[config.mk]
export PLATFORM = sky130hd
export DESIGN_NAME = bxs_alu
export DESIGN_NICKNAME = d
export VERILOG_FILES = /design/src/verilog/bxs_pkg.sv /design/src/verilog/bxs_op_unit.sv /design/src/verilog/bxs_alu.sv
export VERILOG_INCLUDE_DIRS = /design/src /design/src/verilog
export SDC_FILE = /design/constraint.sdc
export NUM_CORES = 1
export LEC_CHECK = 0
export BUFFER_PORTS_ARGS = -buffer_cell sky130_fd_sc_hd__buf_2
export CAP_MARGIN = 25
export CORE_MARGIN = 1
export CORE_UTILIZATION = 51
export DETAILED_ROUTE_END_ITERATION = 10
export PLACE_DENSITY = 0.88
export SLEW_MARGIN = 15
export SYNTH_ARGS = -nofsm -noshare
export SYNTH_HDL_FRONTEND = slang
export SYNTH_SLANG_ARGS = --single-unit
[constraint.sdc]
create_clock -name core_clk -period 2.3 [get_ports core_clk]
set_input_delay 0.46 -clock core_clk [delete_from_list [all_inputs] [get_ports core_clk]]
set_output_delay 0.46 -clock core_clk [all_outputs]
set_load 0.02 [all_outputs]
[src/verilog/bxs_cfg.svh]
`ifndef BXS_CFG_SVH
`define BXS_CFG_SVH

// ----------------------------------------------------------------
// Widths
// ----------------------------------------------------------------
`define BXS_DATA_W 8
`define BXS_ADDR_W 7
`define BXS_FILE_ADDR_MAX 7'h7F

// ----------------------------------------------------------------
// Destination select encoding
// ----------------------------------------------------------------
`define BXS_DEST_ACC 1'b0
`define BXS_DEST_FILE 1'b1

// ----------------------------------------------------------------
// Reset values
// ----------------------------------------------------------------
`define BXS_ACC_RST 8'h00
`define BXS_FLAG_RST 1'b0
`define BXS_ADDR_RST 7'h00
`define BXS_DATA_RST 8'h00

// ----------------------------------------------------------------
// Timing: cycles from accepted operation to registered result
// ----------------------------------------------------------------
`define BXS_LATENCY 1

`endif

[src/verilog/bxs_pkg.sv]
package bxs_pkg;

    // ----------------------------------------------------------------
    // Operation codes
    // ----------------------------------------------------------------
    typedef enum logic [1:0] {
        BXS_OP_SUB = 2'h0,
        BXS_OP_XOR = 2'h1,
        BXS_OP_SWAP = 2'h3,
        BXS_OP_RSVD = 2'h2
    } bxs_op_t;

endpackage : bxs_pkg

[src/verilog/bxs_op_unit.sv]
`timescale 1ns/100ps
`include "bxs_cfg.svh"

module bxs_op_unit #(
    parameter int DATA_W = `BXS_DATA_W
) (
    input bxs_pkg::bxs_op_t op_code,
    input logic [DATA_W-1:0] file_val,
    input logic [DATA_W-1:0] acc_val,
    output logic [DATA_W-1:0] result,
    output logic carry,
    output logic half_carry,
    output logic zero,
    output logic upd_carry,
    output logic upd_half,
    output logic upd_zero
);
    import bxs_pkg::*;

    localparam int HALF_W = DATA_W / 2;

    logic [DATA_W:0] diff;
    logic [HALF_W:0] half_diff;

    // ----------------------------------------------------------------
    // Two's complement subtract, file minus accumulator
    // ----------------------------------------------------------------
    // Carry out of f + ~W + 1 is the inverted borrow
    assign diff = {1'b0, file_val} + {1'b0, ~acc_val} + {{DATA_W{1'b0}}, 1'b1};
    assign half_diff = {1'b0, file_val[HALF_W-1:0]} + {1'b0, ~acc_val[HALF_W-1:0]}
                       + {{HALF_W{1'b0}}, 1'b1};

    // ----------------------------------------------------------------
    // Result and flag selection
    // ----------------------------------------------------------------
    // Update enables keep untouched flags out of the status write
    always_comb begin
        result = file_val;
        upd_carry = 1'b0;
        upd_half = 1'b0;
        upd_zero = 1'b0;
        case (op_code)
            BXS_OP_SUB: begin
                result = diff[DATA_W-1:0];
                upd_carry = 1'b1;
                upd_half = 1'b1;
                upd_zero = 1'b1;
            end
            BXS_OP_XOR: begin
                result = acc_val ^ file_val;
                upd_zero = 1'b1;
            end
            BXS_OP_SWAP: begin
                result = {file_val[HALF_W-1:0], file_val[DATA_W-1:HALF_W]};
            end
            default: begin
                result = file_val;
            end
        endcase
    end

    assign carry = diff[DATA_W];
    assign half_carry = half_diff[HALF_W];
    assign zero = (result == {DATA_W{1'b0}});

endmodule : bxs_op_unit

[src/verilog/bxs_alu.sv]
`timescale 1ns/100ps
`include "bxs_cfg.svh"

// Function
// - Subtract gives file minus accumulator in two's complement and sets C, half carry and Z.
// - Destination 0 sends the result to the accumulator and 1 writes it back to the file.
// - Exclusive OR of accumulator and file value changes only the zero flag.
// - Nibble exchange puts file bits 3:0 in result 7:4 and 7:4 in 3:0, with no flag change.
module bxs_alu #(
    parameter int DATA_W = `BXS_DATA_W,
    parameter int ADDR_W = `BXS_ADDR_W
) (
    input wire core_clk,
    input wire reset_n,
    input wire op_valid,
    input bxs_pkg::bxs_op_t op_code,
    input wire [ADDR_W-1:0] file_addr,
    input wire dest_sel,
    input wire [DATA_W-1:0] file_data,
    input wire acc_load,
    input wire [DATA_W-1:0] acc_load_data,
    output logic [DATA_W-1:0] acc_q,
    output logic carry_q,
    output logic half_byte_carry_flag_q,
    output logic zero_q,
    output logic file_wr_en_q,
    output logic [ADDR_W-1:0] file_wr_addr_q,
    output logic [DATA_W-1:0] file_wr_data_q,
    output logic [DATA_W-1:0] result_q,
    output logic done_q,
    output logic illegal_q
);
    import bxs_pkg::*;

    // ----------------------------------------------------------------
    // Decode helpers
    // ----------------------------------------------------------------
    // Reserved code is refused rather than treated as a no-op write
    function automatic logic op_is_known(input bxs_op_t op);
        op_is_known = (op == BXS_OP_SUB) || (op == BXS_OP_XOR) || (op == BXS_OP_SWAP);
    endfunction : op_is_known

    logic op_take;
    logic to_file;
    logic [DATA_W-1:0] alu_result;
    logic alu_carry;
    logic alu_half;
    logic alu_zero;
    logic upd_carry;
    logic upd_half;
    logic upd_zero;

    assign op_take = op_valid && op_is_known(op_code);
    // Single select bit: no other value can reach the steering
    assign to_file = (dest_sel == `BXS_DEST_FILE);

    // ----------------------------------------------------------------
    // Combinational operation unit
    // ----------------------------------------------------------------
    bxs_op_unit #(
        .DATA_W(DATA_W)
    ) u_op (
        .op_code(op_code),
        .file_val(file_data),
        .acc_val(acc_q),
        .result(alu_result),
        .carry(alu_carry),
        .half_carry(alu_half),
        .zero(alu_zero),
        .upd_carry(upd_carry),
        .upd_half(upd_half),
        .upd_zero(upd_zero)
    );

    // ----------------------------------------------------------------
    // Accumulator
    // ----------------------------------------------------------------
    // An operation beats a direct load in the same cycle
    always_ff @(posedge core_clk or negedge reset_n) begin
        if (!reset_n) begin
            acc_q <= `BXS_ACC_RST;
        end else if (op_take && !to_file) begin
            acc_q <= alu_result;
        end else if (acc_load && !op_valid) begin
            acc_q <= acc_load_data;
        end
    end

    // ----------------------------------------------------------------
    // Status flags
    // ----------------------------------------------------------------
    // Each flag moves only when its operation owns it
    always_ff @(posedge core_clk or negedge reset_n) begin
        if (!reset_n) begin
            carry_q <= `BXS_FLAG_RST;
            half_byte_carry_flag_q <= `BXS_FLAG_RST;
            zero_q <= `BXS_FLAG_RST;
        end else if (op_take) begin
            if (upd_carry) begin
                carry_q <= alu_carry;
            end
            if (upd_half) begin
                half_byte_carry_flag_q <= alu_half;
            end
            if (upd_zero) begin
                zero_q <= alu_zero;
            end
        end
    end

    // ----------------------------------------------------------------
    // File register write-back
    // ----------------------------------------------------------------
    // Address and data hold after the strobe so the file can sample late
    always_ff @(posedge core_clk or negedge reset_n) begin
        if (!reset_n) begin
            file_wr_en_q <= 1'b0;
            file_wr_addr_q <= `BXS_ADDR_RST;
            file_wr_data_q <= `BXS_DATA_RST;
        end else begin
            file_wr_en_q <= op_take && to_file;
            if (op_take && to_file) begin
                file_wr_addr_q <= file_addr;
                file_wr_data_q <= alu_result;
            end
        end
    end

    // ----------------------------------------------------------------
    // Result, completion and refusal
    // ----------------------------------------------------------------
    always_ff @(posedge core_clk or negedge reset_n) begin
        if (!reset_n) begin
            result_q <= `BXS_DATA_RST;
            done_q <= 1'b0;
            illegal_q <= 1'b0;
        end else begin
            done_q <= op_take;
            illegal_q <= op_valid && !op_is_known(op_code);
            if (op_take) begin
                result_q <= alu_result;
            end
        end
    end
endmodule : bxs_alu

==> flow_metrics.py <==
metrics = {
    "sta": {
        "slew_violations": 0,
        "worst_pin_slew_ns": 0.809,
        "grt_setup_unrepaired": "false",
        "setup_viol": 0,
        "finClkSkew_ns": 0.00966,
        "max_freq_mhz": 457,
        "hold_viol": 0,
        "slew_headroom_pct": 46.0,
        "fin_crit_sh_pct": 95.1,
        "period_minus_slack_ns": 2.19,
    },
    "routing": {
        "ant_nets": 0,
        "wl_met3_um": 331,
        "detail_route.vias_per_cell": 5.64,
        "wl_met1_mm": 2.46,
        "wl_mm": 5.61,
        "met2_length_mm": 2.77,
        "drc": 0,
        "first_pass_iters": 4,
        "post_drt_wl_per_cell_um": 15.3,
        "initialDrtViolationCount": 278,
        "top_layer": "met4",
        "vias": 2070,
    },
    "yosys": {
        "synth.area.top_cells": "dfrtp_1, mux2_2, ha_1, o21ai_0, nand2_1",
        "syn_nets": 275,
        "seq_area_frac_synth_pct": 42.0,
        "ys_seq_elements": 37,
        "yosysWarnings": 0,
        "yosys_most_used_dff": "dfrtp_1",
        "synth_top_area_share_pct": 42.0,
        "syn_avg_cell_area_um2": 9.38,
        "synthesis.instances": 235,
        "async_reset_ff_share_pct": 100,
        "synth_cell_type_count": 40,
        "syn_area_um2": 2200,
        "yosysTopAreaCell": "dfrtp_1",
        "synth-edff-count": 0,
    },
    "setup_path": {
        "critical_path_arrival_ns": 2.37,
        "cp-end-kind": "flop",
        "r2r-end": "zero_q",
        "reg2reg_from": "acc_q[1]",
        "reg2regPathDepth": 8,
        "critPathRequiredTime_ns": 2.48,
        "ff2ff_setup_slack_ns": 0.11,
        "cp-start-kind": "flop",
        "crit_fanout": 2,
        "critPathKind": "reg2reg",
    },
    "min_path": {
        "hold_path.class": "in2async",
    },
    "floorplanning": {
        "die_area_um2": 4590,
        "die_h_um": 67.7,
        "initial_core_util_pct": 53.9,
        "die_w_um": 67.7,
        "ios": 67,
        "coreArea_um2": 4090,
        "num_rows": 23,
    },
    "power_and_ir_drop": {
        "p_leak_nw": 1.42,
        "vdd_drop_max_uv": 597,
        "total_power_mw": 2.52,
        "powerDensity_nw_per_um2": 892,
    },
    "clock_tree": {
        "clkLatencyLatePin_ns": 0.30,
        "tritoncts": "yes",
        "htreeDepth": 2,
        "clock_sinks": 37,
        "postCtsHoldBufs": 0,
        "cts_buffer_depth": 2,
        "cts_made_buffers": 5,
        "cts-root-buf": "clkbuf_8",
        "clk_pin_slew_ns": 0.09,
    },
    "run_status": {
        "status": "complete, no violations",
    },
    "grt": {
        "grtUsageTotal_pct": 26.8,
        "grt_max_degree": 38,
        "overflow": 0,
        "grt_pass1_wl_mm": 8.98,
        "grt_pass1_vias": 1929,
        "antenna_found_initial": 0,
    },
    "cells_and_area": {
        "nets": 356,
        "syn_to_final_growth_pct": 28.4,
        "fin_area_um2": 2830,
        "drive_gt1_share_pct": 36.3,
        "fin_cells": 367,
        "diodes": 0,
    },
    "placed_design": {
        "numPortBuffers": 66,
        "place_area_um2": 2680,
        "placedCellCount": 358,
        "place_congestion": 0.888,
        "post-dp-hpwl_mm": 4.36,
    },
    "flow_run": {
        "cap_violations": 0,
    },
}
==> flip-flops by register name, summed over array words and instances (netlist names) <==
name and cells:
file_wr_data_q 8, file_wr_en_q 1, result_q 8, illegal_q 1
zero_q 1, acc_q 8, half_byte_carry_flag_q 1, done_q 1
file_wr_addr_q 7, carry_q 1
==> cell usage after synthesis (all sizes together), types with 2 or more instances <==
master   n
xor2     2
and3     2
a211oi   5
a21oi   18
o21ai   24
o22ai    3
a32o     3
xnor2    2
o221a    2
or2      2
nor2    13
nor2b    7
buf      8
mux2i    9
a22oi    3
nor3     6
a21o     3
inv     16
or4      3
mux2    12
dfrtp   37
ha       9
nor4     3
clkbuf   3
nand3b   3
o211ai   3
nand2   27
==> logic make-up after synthesis <==
logic type      after synthesis  share of synthesized area [%]
simple gates                 69                           15.7
compound gates               67                           19.3
flops                        37                           42.0
buf+inv                      27                           5.17
mux                          21                           10.2
fa+ha+maj                    10                           6.02
xor+xnor                      4                           1.59
==> metal layers <==
layer	up-vias	GRT usage (%)
met3	7	4.73
met2	83	44.1
met4	0	8.24
met5	-	0
met1	975	35.4
li1	1005	-
==> cell usage in the layout (no fill, tap or decap), types with 9 or more instances in the layout <==
master | Yosys | layout
nand2_1 | 26 | 26
nor2_1 | 13 | 13
buf_2 | 7 | 66
a21oi_1 | 18 | 18
inv_1 | 15 | 15
mux2_2 | 12 | 12
ha_1 | 9 | 9
buf_4 | 1 | 19
mux2i_1 | 9 | 9
dfrtp_1 | 37 | 37
o21ai_0 | 22 | 22
==> cell type report <==
type                    count  area [um^2]
clock buffers               5         68.8
clock inverters             3         68.8
fillers                   314         1260
inverters                  16         60.1
multi-input cells         171         1170
flip-flops and latches     37          926
well taps                  50         62.6
repair buffers             85          473
==> through the flow <==
stage / util, % / setup TNS, ns / hold slack, ns / setup slack [ns]
after floorplan: - / 0 / 0.164 / 0.110
after global placement: 65.5 / -0.0605 / 0.457 / -0.0605
final: 69.2 / 0 / 0.255 / 0.113
after CTS: 68.9 / 0 / 0.280 / 0.0502
after global routing: 69.2 / 0 / 0.327 / 0.0418
after detailed placement: 65.5 / -0.103 / 0.470 / -0.103
==> worst max-delay path: stages (launching register included) <==
cell and delay [ns]:
dfrtp_1 0.39, inv_1 0.09, ha_1 0.25, nor2b_1 0.18, o221ai_2 0.22, mux2_2 0.39
nor3_2 0.22, a21oi_1 0.07, a32o_1 0.27
==> worst max path at each step <==
stage | cells past startpoint | from | to
final | 8 | acc_q[1] | zero_q
after global routing | 8 | acc_q[0] | zero_q
after CTS | 8 | acc_q[1] | zero_q
after detailed placement | 10 | file_data[0] | zero_q
after global placement | 10 | file_data[0] | zero_q
after floorplan | 9 | file_data[0] | zero_q
==> power breakdown <==
group	total (mW)	internal (mW)	switching, mW	leakage (nW)
Combinational	0.986	0.404	0.582	0.906
Clock	0.686	0.437	0.249	0.0687
Sequential	0.853	0.780	0.0731	0.445
==> repair_timing <==
item,4_1_cts,5_1_grt
buffers inserted,0,1
resized for setup,0,2
endpoints found under the hold margin,0,0
setup endpoints to repair,0,1
No activity file was read; power rests on OpenSTA's default activity.
